**config.mk**
```make
export PLATFORM = sky130hd
export DESIGN_NAME = converter_setting_regs
export DESIGN_NICKNAME = d
export VERILOG_FILES = /design/src/csr_pkg.sv /design/src/converter_setting_regs.sv
export SDC_FILE = /design/constraint.sdc
export NUM_CORES = 1
export LEC_CHECK = 0
export BUFFER_PORTS_ARGS = -buffer_cell sky130_fd_sc_hd__buf_2
export CAP_MARGIN = 25
export CORE_MARGIN = 2
export CORE_UTILIZATION = 51
export DETAILED_ROUTE_END_ITERATION = 8
export MAX_ROUTING_LAYER = met4
export PLACE_DENSITY = 0.75
export SYNTH_ARGS = -nofsm -noshare
export SYNTH_HDL_FRONTEND = slang
export SYNTH_SLANG_ARGS = --single-unit
```
**constraint.sdc**
```tcl
create_clock -name clk -period 4.5 [get_ports clk]
set_input_delay 0.9 -clock clk [delete_from_list [all_inputs] [get_ports clk]]
set_output_delay 0.9 -clock clk [all_outputs]
set_load 0.01 [all_outputs]
```
**src/csr_pkg.sv**
```systemverilog
// constants for the converter setting register slice
// assumes a byte-wide register port with 4-bit register index
package csr_pkg;
  localparam logic [3:0] ADDR_LIMIT_SLEW = 4'h5;
  localparam logic [3:0] ADDR_VCODE_A    = 4'h6;
  localparam logic [3:0] ADDR_VCODE_B    = 4'h7;
  localparam logic [3:0] ADDR_STEPUP     = 4'h8;
  localparam logic [3:0] ADDR_SEQ_A      = 4'h9;
  localparam logic [7:0] RST_LIMIT_SLEW  = 8'h1a;
  localparam logic [7:0] RST_VCODE       = 8'h00;
  localparam logic [7:0] RST_STEPUP      = 8'h08;
  localparam logic [7:0] RST_SEQ         = 8'h00;
  localparam int LIM_HI = 5;
  localparam int LIM_LO = 3;
  localparam int RAMP_HI = 2;
  localparam int RAMP_LO = 0;
  localparam int SU_V_HI = 7;
  localparam int SU_V_LO = 6;
  localparam int SU_DIS = 3;
  localparam int SU_SRC_HI = 2;
  localparam int SU_SRC_LO = 1;
  localparam int SU_EN = 0;
  localparam int OFF_HI = 7;
  localparam int OFF_LO = 4;
  localparam int ON_HI = 3;
  localparam int ON_LO = 0;
  localparam logic [2:0] LIM_RESERVED  = 3'h7;
  localparam logic [2:0] RAMP_RSV_MAX  = 3'h1;
  localparam logic [7:0] VCODE_RSV_MAX = 8'h13;
  localparam logic [7:0] VCODE_10MV_LO = 8'h14;
  localparam logic [7:0] VCODE_5MV_LO  = 8'h18;
  localparam logic [7:0] VCODE_20MV_LO = 8'h9e;
  // voltage outputs are in mV
  localparam logic [11:0] MV_BASE_10 = 12'h2bc;  // 700
  localparam logic [11:0] MV_BASE_5  = 12'h2df;  // 735
  localparam logic [11:0] MV_BASE_20 = 12'h58c;  // 1420
  localparam logic [11:0] MV_STEP_10 = 12'h00a;
  localparam logic [11:0] MV_STEP_5  = 12'h005;
  localparam logic [11:0] MV_STEP_20 = 12'h014;
  localparam int CLK_HZ = 25000000;
  localparam int DELAY_STEP_US = 500;
  localparam int STEP_CYCLES = CLK_HZ / 1000000 * DELAY_STEP_US;
  localparam logic [1:0] SRC_BIT_ONLY = 2'h0;
  localparam logic [1:0] SRC_PIN_1 = 2'h1;
  localparam logic [1:0] SRC_PIN_2 = 2'h2;
  typedef enum logic [1:0] {
    CSR_OFF    = 2'b00,
    CSR_TO_ON  = 2'b01,
    CSR_ON     = 2'b10,
    CSR_TO_OFF = 2'b11
  } csr_seq_e;
endpackage : csr_pkg

```
**src/converter_setting_regs.sv**
```systemverilog
// converter setting register slice: byte registers 5h-9h, decoded outputs,
// step-up enable selection and step-down A on/off delay sequencer
// assumes a serial-bus front end that issues one-cycle write strobes
// Contract
// - step-down B current limit bits 5-3, 1.5 A plus 0.5 A per code; 7 reserved.
// - limit code takes effect immediately, also while the converter runs.
// - ramp rate bits 2-0, codes 2..7 from 10 down to 0.47 mV/us.
// - setting fields load defaults from programmable memory after power-up.
// - voltage codes 14h-17h give 0.70-0.73 V in 10 mV steps.
// - voltage codes 18h-9Dh give 0.735-1.4 V in 5 mV steps.
// - voltage codes 9Eh-FFh give 1.42-3.36 V in 20 mV steps.
// - step-up voltage bits 7-6 give 4.9, 5.0, 5.1, 5.2 V.
// - step-up bit 3 connects discharge resistor while disabled; resets to 1.
// - step-up source bits 2-1: bit alone, or bit AND pin one/two/three.
// - step-up bit 0 enables the converter, gated by the selected source.
// - step-down A off delay bits 7-4, 0.5 ms per code after falling control.
// - delay-scale bit set doubles every step to 1 ms, 15 ms maximum.
// - step-down A on delay bits 3-0, same step scale after rising control.
`timescale 1ns/10ps
`default_nettype none
module converter_setting_regs #(
  parameter int STEP_CYC = csr_pkg::STEP_CYCLES
) (
  input  wire logic        clk,
  input  wire logic        rst_n,
  input  wire logic        regWrite,
  input  wire logic [3:0]  regAddr,
  input  wire logic [7:0]  regWdata,
  output logic      [7:0]  regRdata,
  input  wire logic        otpLoad,
  input  wire logic [7:0]  otpLimitSlew,
  input  wire logic [7:0]  otpVcodeA,
  input  wire logic [7:0]  otpVcodeB,
  input  wire logic [7:0]  otpStepup,
  input  wire logic [7:0]  otpSeqA,
  input  wire logic        enablePinFirst,
  input  wire logic        enablePinSecond,
  input  wire logic        enablePinThird,
  input  wire logic        delayScale,
  input  wire logic        stepdownACtrlBit,
  input  wire logic [1:0]  stepdownASrc,
  output logic      [2:0]  stepdownBPeakLimit,
  output logic      [12:0] stepdownBLimitMa,
  output logic      [2:0]  stepdownBRampRate,
  output logic      [7:0]  stepdownBRampCode,
  output logic      [11:0] stepdownAMv,
  output logic      [11:0] stepdownBMv,
  output logic      [1:0]  stepupVoltageCode,
  output logic      [12:0] stepupMv,
  output logic             stepupDischargeOn,
  output logic             stepupForcedFixedFreq,
  output logic             stepupRun,
  output logic             stepdownARun
);
  logic [7:0] limitSlew;
  logic [7:0] vcodeA;
  logic [7:0] vcodeB;
  logic [7:0] stepupCtl;
  logic [7:0] seqA;

  function automatic logic selEnable(input logic bitEn, input logic [1:0] src,
                                     input logic p1, input logic p2, input logic p3);
    unique case (src)
      csr_pkg::SRC_BIT_ONLY: selEnable = bitEn;
      csr_pkg::SRC_PIN_1:    selEnable = bitEn & p1;
      csr_pkg::SRC_PIN_2:    selEnable = bitEn & p2;
      default:               selEnable = bitEn & p3;
    endcase
  endfunction : selEnable

  // reserved codes 00h-13h map to the lowest level, the host must not use them
  function automatic logic [11:0] vcodeMv(input logic [7:0] c);
    logic [11:0] c12;
    c12 = {4'h0, c};
    if (c < csr_pkg::VCODE_10MV_LO) begin
      vcodeMv = csr_pkg::MV_BASE_10;
    end else if (c < csr_pkg::VCODE_5MV_LO) begin
      vcodeMv = 12'(csr_pkg::MV_BASE_10 + (c12 - 12'(csr_pkg::VCODE_10MV_LO)) * csr_pkg::MV_STEP_10);
    end else if (c < csr_pkg::VCODE_20MV_LO) begin
      vcodeMv = 12'(csr_pkg::MV_BASE_5 + (c12 - 12'(csr_pkg::VCODE_5MV_LO)) * csr_pkg::MV_STEP_5);
    end else begin
      vcodeMv = 12'(csr_pkg::MV_BASE_20 + (c12 - 12'(csr_pkg::VCODE_20MV_LO)) * csr_pkg::MV_STEP_20);
    end
  endfunction : vcodeMv

  // otp load comes after reset release; register writes lose to it in that cycle
  always_ff @(posedge clk or negedge rst_n) begin
    if (!rst_n) begin
      limitSlew <= csr_pkg::RST_LIMIT_SLEW;
      vcodeA    <= csr_pkg::RST_VCODE;
      vcodeB    <= csr_pkg::RST_VCODE;
      stepupCtl <= csr_pkg::RST_STEPUP;
      seqA      <= csr_pkg::RST_SEQ;
    end else if (otpLoad) begin
      limitSlew <= otpLimitSlew;
      vcodeA    <= otpVcodeA;
      vcodeB    <= otpVcodeB;
      stepupCtl <= otpStepup;
      seqA      <= otpSeqA;
    end else if (regWrite) begin
      // no gating on converter state, limit changes land at once
      unique case (regAddr)
        csr_pkg::ADDR_LIMIT_SLEW: limitSlew <= regWdata;
        csr_pkg::ADDR_VCODE_A:    vcodeA <= regWdata;
        csr_pkg::ADDR_VCODE_B:    vcodeB <= regWdata;
        csr_pkg::ADDR_STEPUP:     stepupCtl <= regWdata;
        csr_pkg::ADDR_SEQ_A:      seqA <= regWdata;
        default: ;
      endcase
    end
  end

  always_comb begin
    unique case (regAddr)
      csr_pkg::ADDR_LIMIT_SLEW: regRdata = limitSlew;
      csr_pkg::ADDR_VCODE_A:    regRdata = vcodeA;
      csr_pkg::ADDR_VCODE_B:    regRdata = vcodeB;
      csr_pkg::ADDR_STEPUP:     regRdata = stepupCtl;
      csr_pkg::ADDR_SEQ_A:      regRdata = seqA;
      default:                  regRdata = 8'h00;
    endcase
  end

  logic stepupSel;
  assign stepupSel = selEnable(stepupCtl[csr_pkg::SU_EN], stepupCtl[csr_pkg::SU_SRC_HI:csr_pkg::SU_SRC_LO],
                               enablePinFirst, enablePinSecond, enablePinThird);
  logic ctrlA;
  assign ctrlA = selEnable(stepdownACtrlBit, stepdownASrc,
                           enablePinFirst, enablePinSecond, enablePinThird);

  // decoded outputs registered; reserved codes decode like the rest (limit 7 to 5000 mA, ramp 0/1 to none, voltage 00h-13h to 700 mV)
  always_ff @(posedge clk or negedge rst_n) begin
    if (!rst_n) begin
      stepdownBPeakLimit    <= 3'h0;
      stepdownBLimitMa      <= 13'h0000;
      stepdownBRampRate     <= 3'h0;
      stepdownBRampCode     <= 8'h00;
      stepdownAMv           <= 12'h000;
      stepdownBMv           <= 12'h000;
      stepupVoltageCode     <= 2'h0;
      stepupMv              <= 13'h0000;
      stepupDischargeOn     <= 1'b0;
      stepupForcedFixedFreq <= 1'b0;
      stepupRun             <= 1'b0;
    end else begin
      stepdownBPeakLimit <= limitSlew[csr_pkg::LIM_HI:csr_pkg::LIM_LO];
      // 13 bits: 4.5 A and the reserved code's 5000 do not fit in 12
      stepdownBLimitMa   <= 13'(13'd1500 + 13'(limitSlew[csr_pkg::LIM_HI:csr_pkg::LIM_LO]) * 13'd500);
      stepdownBRampRate  <= limitSlew[csr_pkg::RAMP_HI:csr_pkg::RAMP_LO];
      // one-hot ramp select, bit n for code n; reserved 0/1 select nothing
      stepdownBRampCode  <= (limitSlew[csr_pkg::RAMP_HI:csr_pkg::RAMP_LO] > csr_pkg::RAMP_RSV_MAX) ?
                            8'(8'h01 << limitSlew[csr_pkg::RAMP_HI:csr_pkg::RAMP_LO]) : 8'h00;
      stepdownAMv        <= vcodeMv(vcodeA);
      stepdownBMv        <= vcodeMv(vcodeB);
      stepupVoltageCode  <= stepupCtl[csr_pkg::SU_V_HI:csr_pkg::SU_V_LO];
      stepupMv           <= 13'(13'd4900 + 13'(stepupCtl[csr_pkg::SU_V_HI:csr_pkg::SU_V_LO]) * 13'd100);
      stepupDischargeOn  <= stepupCtl[csr_pkg::SU_DIS] & ~stepupSel;
      stepupForcedFixedFreq <= 1'b0;
      stepupRun          <= stepupSel;
    end
  end

  // sequencer for step-down A
  csr_pkg::csr_seq_e seqState;
  logic [3:0]  stepsLeft;
  logic [19:0] cycCnt;
  logic        ctrlPrev;
  logic [19:0] stepLen;
  logic [3:0]  onCode;
  logic [3:0]  offCode;
  assign stepLen = delayScale ? 20'(2 * STEP_CYC) : 20'(STEP_CYC);
  assign onCode  = seqA[csr_pkg::ON_HI:csr_pkg::ON_LO];
  assign offCode = seqA[csr_pkg::OFF_HI:csr_pkg::OFF_LO];

  always_ff @(posedge clk or negedge rst_n) begin
    if (!rst_n) begin
      ctrlPrev <= 1'b0;
    end else begin
      ctrlPrev <= ctrlA;
    end
  end

  // a control edge during a running delay restarts the opposite delay
  always_ff @(posedge clk or negedge rst_n) begin
    if (!rst_n) begin
      seqState     <= csr_pkg::CSR_OFF;
      stepsLeft    <= 4'h0;
      cycCnt       <= 20'h00000;
      stepdownARun <= 1'b0;
    end else if (ctrlA && !ctrlPrev) begin
      cycCnt <= 20'h00000;
      stepsLeft <= onCode;
      if (onCode == 4'h0) begin
        seqState <= csr_pkg::CSR_ON;
        stepdownARun <= 1'b1;
      end else begin
        seqState <= csr_pkg::CSR_TO_ON;
      end
    end else if (!ctrlA && ctrlPrev) begin
      cycCnt <= 20'h00000;
      stepsLeft <= offCode;
      if (offCode == 4'h0) begin
        seqState <= csr_pkg::CSR_OFF;
        stepdownARun <= 1'b0;
      end else begin
        seqState <= csr_pkg::CSR_TO_OFF;
      end
    end else if (seqState == csr_pkg::CSR_TO_ON || seqState == csr_pkg::CSR_TO_OFF) begin
      if (cycCnt == stepLen - 20'h00001) begin
        cycCnt <= 20'h00000;
        stepsLeft <= 4'(stepsLeft - 4'h1);
        if (stepsLeft == 4'h1) begin
          stepdownARun <= (seqState == csr_pkg::CSR_TO_ON);
          seqState <= (seqState == csr_pkg::CSR_TO_ON) ? csr_pkg::CSR_ON : csr_pkg::CSR_OFF;
        end
      end else begin
        cycCnt <= 20'(cycCnt + 20'h00001);
      end
    end
  end
endmodule : converter_setting_regs
`default_nettype wire

```
# Yosys cells after proc, flatten, opt, wreduce, memory -nomap -nowiden
# Cells that the tools add are included.
[classes] mul=8 muxes=49 n_bitwise=8 shift=1 n_lt_le_gt_ge=7 n_addsub=17 eq_ne=15 n_reduce_logical=26
[op_table] op="two-way mux 8 bit" n=16
[op_table] op="two-way mux 20 bit" n=4
[op_table] op="two-way mux 12 bit" n=6
[op_table] op="adder 10 x 12 -> 12 bit, first input constant" n=4
[op_table] op="case mux 8 bit (5 select lines)" n=1
[op_table] op="subtractor 8 x 5 -> 9 bit, second input constant" n=4
[op_table] op="less-than comparator 8 x 5 -> 1 bit, second input constant" n=4
[op_table] op="adder 11 x 12 -> 12 bit, first input constant" n=2
[op_table] op="multiplier 12 x 3 -> 10 bit, second input constant" n=2
[op_table] op="multiplier 12 x 3 -> 11 bit, second input constant" n=2
[op_table] op="multiplier 12 x 3 -> 12 bit, second input constant" n=2
[op_table] op="adder 20 x 1 -> 20 bit, second input constant" n=1
[op_table] op="== test 20 bit" n=1
[op_table] op="subtractor 8 x 8 -> 9 bit, second input constant" n=2
[op_table] op="less-than comparator 8 bit, second input constant" n=2
[op_table] op="two-way mux 2 bit" n=8
[op_table] op="two-way mux 4 bit" n=4
[op_table] op="subtractor 15 x 1 -> 16 bit, second input constant" n=1
[op_table] op="two-way mux 15 bit" n=1
[op_table] op="adder 11 x 12 -> 13 bit, first input constant" n=1
[op_table] op="adder 13 x 9 -> 13 bit, first input constant" n=1
[op_table] op="== test 4 x 3 -> 1 bit, second input constant" n=3
[op_table] op="AND reduction 2 bit" n=6
[op_table] op="nonzero test 2 bit" n=6
[op_table] op="other kinds (23)" n=47
[word_totals] elab_cells=151 reg_bits=136 out_inout_bits=78 input_bits=63

# Depth between registers and ports, before layout
[logic_depth] depth_word=7 depth_mapped=18 ltp_nobuf=16

# Worst setup path before layout
# No wires, ideal clock.
[synth_timing] path_type="register -> register" startpoint="reg vcodeA[6]" endpoint="reg stepdownAMv[11]" setup_slack_ns=0.938 required_time_ns=4.374 setup_time_ns=0.126 stages_incl_launch_ff=15 t_arrival_ns=3.436 synth_period_minus_slack_ns=3.562 path_buffers=2 cell_sequence="dfrtp_1 clkbuf_1 or2_1 or3_1 clkbuf_1 and2_1 fa_1 inv_1 ha_1 or3_1 o221a_2 nor2_1 o21ai_0 xor2_1 o311a_1"
[synth_via] elab_chain_cells=6 elab_cells_between_ends=15 classes_between="add/sub (6); mul (3); order compare (3); mux (3)"
[synth_rtl] item="start: declaration" line="converter_setting_regs.sv:56" rtl="logic [7:0] vcodeA;"
[synth_rtl] item="start signal: assignment" line="converter_setting_regs.sv:90" rtl="vcodeA <= csr_pkg::RST_VCODE;"
[synth_rtl] item="start signal: assignment" line="converter_setting_regs.sv:96" rtl="vcodeA <= otpVcodeA;"
[synth_rtl] item="start signal: assignment" line="converter_setting_regs.sv:104" rtl="csr_pkg::ADDR_VCODE_A: vcodeA <= regWdata;"
[synth_rtl] item="subtractor 8 x 8 -> 9 bit or subtractor 8 x 5 -> 9 bit (tied branches)" line="converter_setting_regs.sv:82, converter_setting_regs.sv:80"
[synth_rtl] item="multiplier 12 x 3 -> 10 bit or multiplier 12 x 3 -> 12 bit (tied branches)" line="converter_setting_regs.sv:82, converter_setting_regs.sv:80"
[synth_rtl] item="adder 11 x 12 -> 12 bit or adder 10 x 12 -> 12 bit (tied branches)" line="converter_setting_regs.sv:82, converter_setting_regs.sv:80"
[synth_rtl] item="two-way mux 12 bit" line="converter_setting_regs.sv:79" rtl="end else if (c < csr_pkg::VCODE_20MV_LO) begin"
[synth_rtl] item="two-way mux 12 bit" line="converter_setting_regs.sv:77" rtl="end else if (c < csr_pkg::VCODE_5MV_LO) begin"
[synth_rtl] item="two-way mux 12 bit (*)" line="converter_setting_regs.sv:75" rtl="if (c < csr_pkg::VCODE_10MV_LO) begin"
[synth_rtl] item="end signal: assignment" line="converter_setting_regs.sv:153" rtl="stepdownAMv <= vcodeMv(vcodeA);"
[synth_rtl] item="end: declaration" line="converter_setting_regs.sv:46" rtl="output logic [11:0] stepdownAMv,"
# Mark *: on every way between the ends. The rest lies on a longest branch, timed or not.
# A chain may end at the register's enable or synchronous reset.

# Final worst setup path
[layout_timing] startpoint="reg vcodeA[3]" endpoint="reg stepdownAMv[11]"
# The elaborated chain is that of the path after synthesis.

==> results.sh <==
export IMPL_routed_via_density=5.680
export IMPL_pwr_density_cell_nw_per_um2=508.6
export IMPL_ios=141
export IMPL_finalCritPeriodShare_pct=87.92
export IMPL_syn_area_per_cell_um2=8.945
export IMPL_worst_slew_pin_slew_ps=993.4
export IMPL_reg2reg_to="stepdownAMv[11]"
export IMPL_setup_tns_final_ps=0
export IMPL_syn_cell_area_um2=10260
export IMPL_grt_pass1_vias=8637
export IMPL_reg2reg_from="vcodeA[3]"
export IMPL_cts_root_buf="clkbuf_16"
export IMPL_yosysWarnings=0
export IMPL_drv_cap=0
export IMPL_status="finished clean"
export IMPL_ctsResizeCount=0
export IMPL_start_kind="register"
export IMPL_cts_buffers=17
export IMPL_holdPathStages=0
export IMPL_period_needed_ps=3956
export IMPL_grt_pass1_wl_mm=43.28
export IMPL_ys_flop_type="dfrtp_1"
export IMPL_reg2reg_slack_ps=540
export IMPL_fmax_ghz=0.2528
export IMPL_hold_path_class="reg2reg"
export IMPL_yosysTopAreaCell="dfrtp_1"
export IMPL_postCtsSetupRepairBufs=0
export IMPL_drv_slew=0
export IMPL_async_flop_share_pct=100.0
export IMPL_cp_required_ps=4810
export IMPL_r2r_cells=12
export IMPL_drcViolationCount=0
export IMPL_grt_max_degree=76
export IMPL_seq_area_frac_synth_pct=31.02
export IMPL_clock_latency_ps=430
export IMPL_overflow=0
export IMPL_dp_slack_ps=613.1
export IMPL_seq_area_um2=3183
export IMPL_rows=51
export IMPL_first_pass_iters=6
export IMPL_synth_edf_count=0
export IMPL_power_static_leakage_nw=5.745
export IMPL_gp_congestion=0.9254
export IMPL_grt_setup_unrepaired="false"
export IMPL_synth_top_area_share_pct=30.00
export IMPL_final_fill_count=1710
export IMPL_io_buffers=134
export IMPL_finalWirelength_mm=26.46
export IMPL_via_count=8776
export IMPL_coreArea_um2=19590
export IMPL_place_area_um2=11130
export IMPL_cts_sinks=127
export IMPL_dr_first_iter_drc_count=771
export IMPL_hold_viol=0
export IMPL_die_h_um=145.8
export IMPL_syn_to_final_growth_pct=14.15
export IMPL_peakVddDrop_v=0.0002928
export IMPL_final_nets=1467
export IMPL_skew_ps=9.139
export IMPL_arrival_ps=4260
export IMPL_postCtsHoldBufs=0
export IMPL_place_hpwl_mm=20.08
export IMPL_ys_ff_latch=127
export IMPL_multi_input_area_um2=6585
export IMPL_routedWlPerCell_um=17.13
export IMPL_synth_area_leaders="dfrtp_1 30%, ha_1 14%, xnor2_1 5.0%, mux2i_1 4.5%, nand2_1 4.2%"
export IMPL_whs_endpoint="stepdownBRampRate[1]"
export IMPL_worstSetupEndpointType="register"
export IMPL_worst_path_max_fanout=11
export IMPL_die_area_um2=21270
export IMPL_grt_total_usage_pct=25.90
export IMPL_syn_inst=1147
export IMPL_relSlewSlack_pct=33.60
export IMPL_critPathKind="reg2reg"
export IMPL_cts_tree="done"
export IMPL_drive_gt1_share_pct=15.40
export IMPL_grt_antenna_before_repair=1
export IMPL_cts_reportedPaths_clkPinSlew_ps=60
export IMPL_timing_hold_ws_ps=470.7
export IMPL_netlist_cell_type_count=74
export IMPL_final_util_pct=59.78
export IMPL_finalWorstSetupSlack_ps=543.6
export IMPL_design_area_um2=11710
export IMPL_min_from="limitSlew[1]"
export IMPL_ant_nets=0
export IMPL_htree_levels=4
export IMPL_start_util_pct=52.37
export IMPL_clockBufferDepth=2
export IMPL_setup_violations_final=0
export IMPL_die_width_um=145.8
critical path: stages (launching register included):
cell and delay, ps:
dfrtp_1 540, ha_1 360, or3_1 500, and2_1 280, fa_1 550, inv_1 40, ha_1 220, or3_1 340
o221a_2 230, nor2_1 160, o21ai_0 140, xor2_1 170, o311a_1 310
through the flow:
step	std cells	total power [mW]
final	1545	5.956
after global placement	1512	4.510
after floorplan	1154	3.813
after detailed placement	1512	4.561
after global routing	1545	6.413
after CTS	1544	5.956
cells in the final DEF (no fill, tap or decap), types with 9 or more instances in the layout:
master / count
buf_2: 133
nor2b_1: 14
mux2i_1: 46
nand2_1: 115
o22ai_1: 9
dfrtp_1: 123
xor2_1: 37
o21a_1: 10
a22oi_1: 19
nor3b_1: 9
nor2_1: 80
nand3_1: 25
ha_1: 118
a211oi_1: 14
xnor2_1: 58
nor3_1: 12
inv_1: 68
a31oi_1: 9
o21ai_0: 86
buf_4: 13
a21oi_1: 58
o21ai_1: 25
conb_1: 9
nand2b_1: 11
clkbuf_16: 17
or3_1: 10
fa_1: 20
layer usage:
metal	part of all wire [%]	track usage, %	wire length, um
met1	43	32.48	11350
met4	3.5	10.29	928
met5	0	-	0
met3	5.9	4.890	1559
met2	48	41.44	12620
layout make-up:
class | count | area share [%]
antenna | 1 | 0.02137
clock buffer | 17 | 3.632
clock inverter | 15 | 1.282
inverter | 69 | 2.212
multi-input combinational | 904 | 56.23
sequential | 127 | 27.18
tap | 265 | 2.831
timing repair buffer | 147 | 6.613
flip-flops by register name (all words and copies together) (netlist names), 11 cells and up:
signal / count
stepdownBMv: 12
cycCnt: 20
stepdownBLimitMa: 11
stepdownAMv: 12
Yosys cell counts (5+ instances only):
master    instances
a211oi_1         14
a21o_1            7
a21oi_1          58
a22oi_1          19
a31oi_1           9
and2_1            8
and3_1            8
buf_2             9
buf_4            12
clkbuf_1         31
dfrtp_1         123
fa_1             20
ha_1            118
inv_1            68
mux2i_1          46
nand2_1         115
nand2b_1         11
nand3_1          25
nand4_1           7
nor2_1           80
nor2b_1          14
nor3_1           12
nor3b_1           9
nor4b_1           5
o21a_1           10
o21ai_0          86
o21ai_1          25
o22ai_1           9
o31ai_1           7
or3_1            10
xnor2_1          58
xor2_1           37
worst max-delay path by stage:
stage	startpoint	depth (start not counted)	slack, ps	to
after floorplan	vcodeA[6]	14	940	stepdownAMv[11]
after CTS	vcodeA[3]	12	580	stepdownAMv[11]
after detailed placement	vcodeA[3]	12	610	stepdownAMv[11]
after global placement	vcodeA[3]	12	730	stepdownAMv[11]
final	vcodeA[3]	12	540	stepdownAMv[11]
after global routing	vcodeA[3]	12	380	stepdownAMv[11]
where the power goes:
part           internal (mW)  leakage (nW)  switching, mW
Combinational           1.34          3.91           1.71
Sequential              1.37          1.56          0.163
Clock                  0.776         0.275          0.590
Total                   3.49          5.75           2.46
cell families after synthesis:
family	synth area share [%]
compound gates	16.87
fa+ha+maj	18.29
other cells	0.07320
mux	4.744
xor+xnor	8.110
flops	31.02
buf+inv	5.049
simple gates	15.84
No activity file was read; power rests on OpenSTA's default activity.
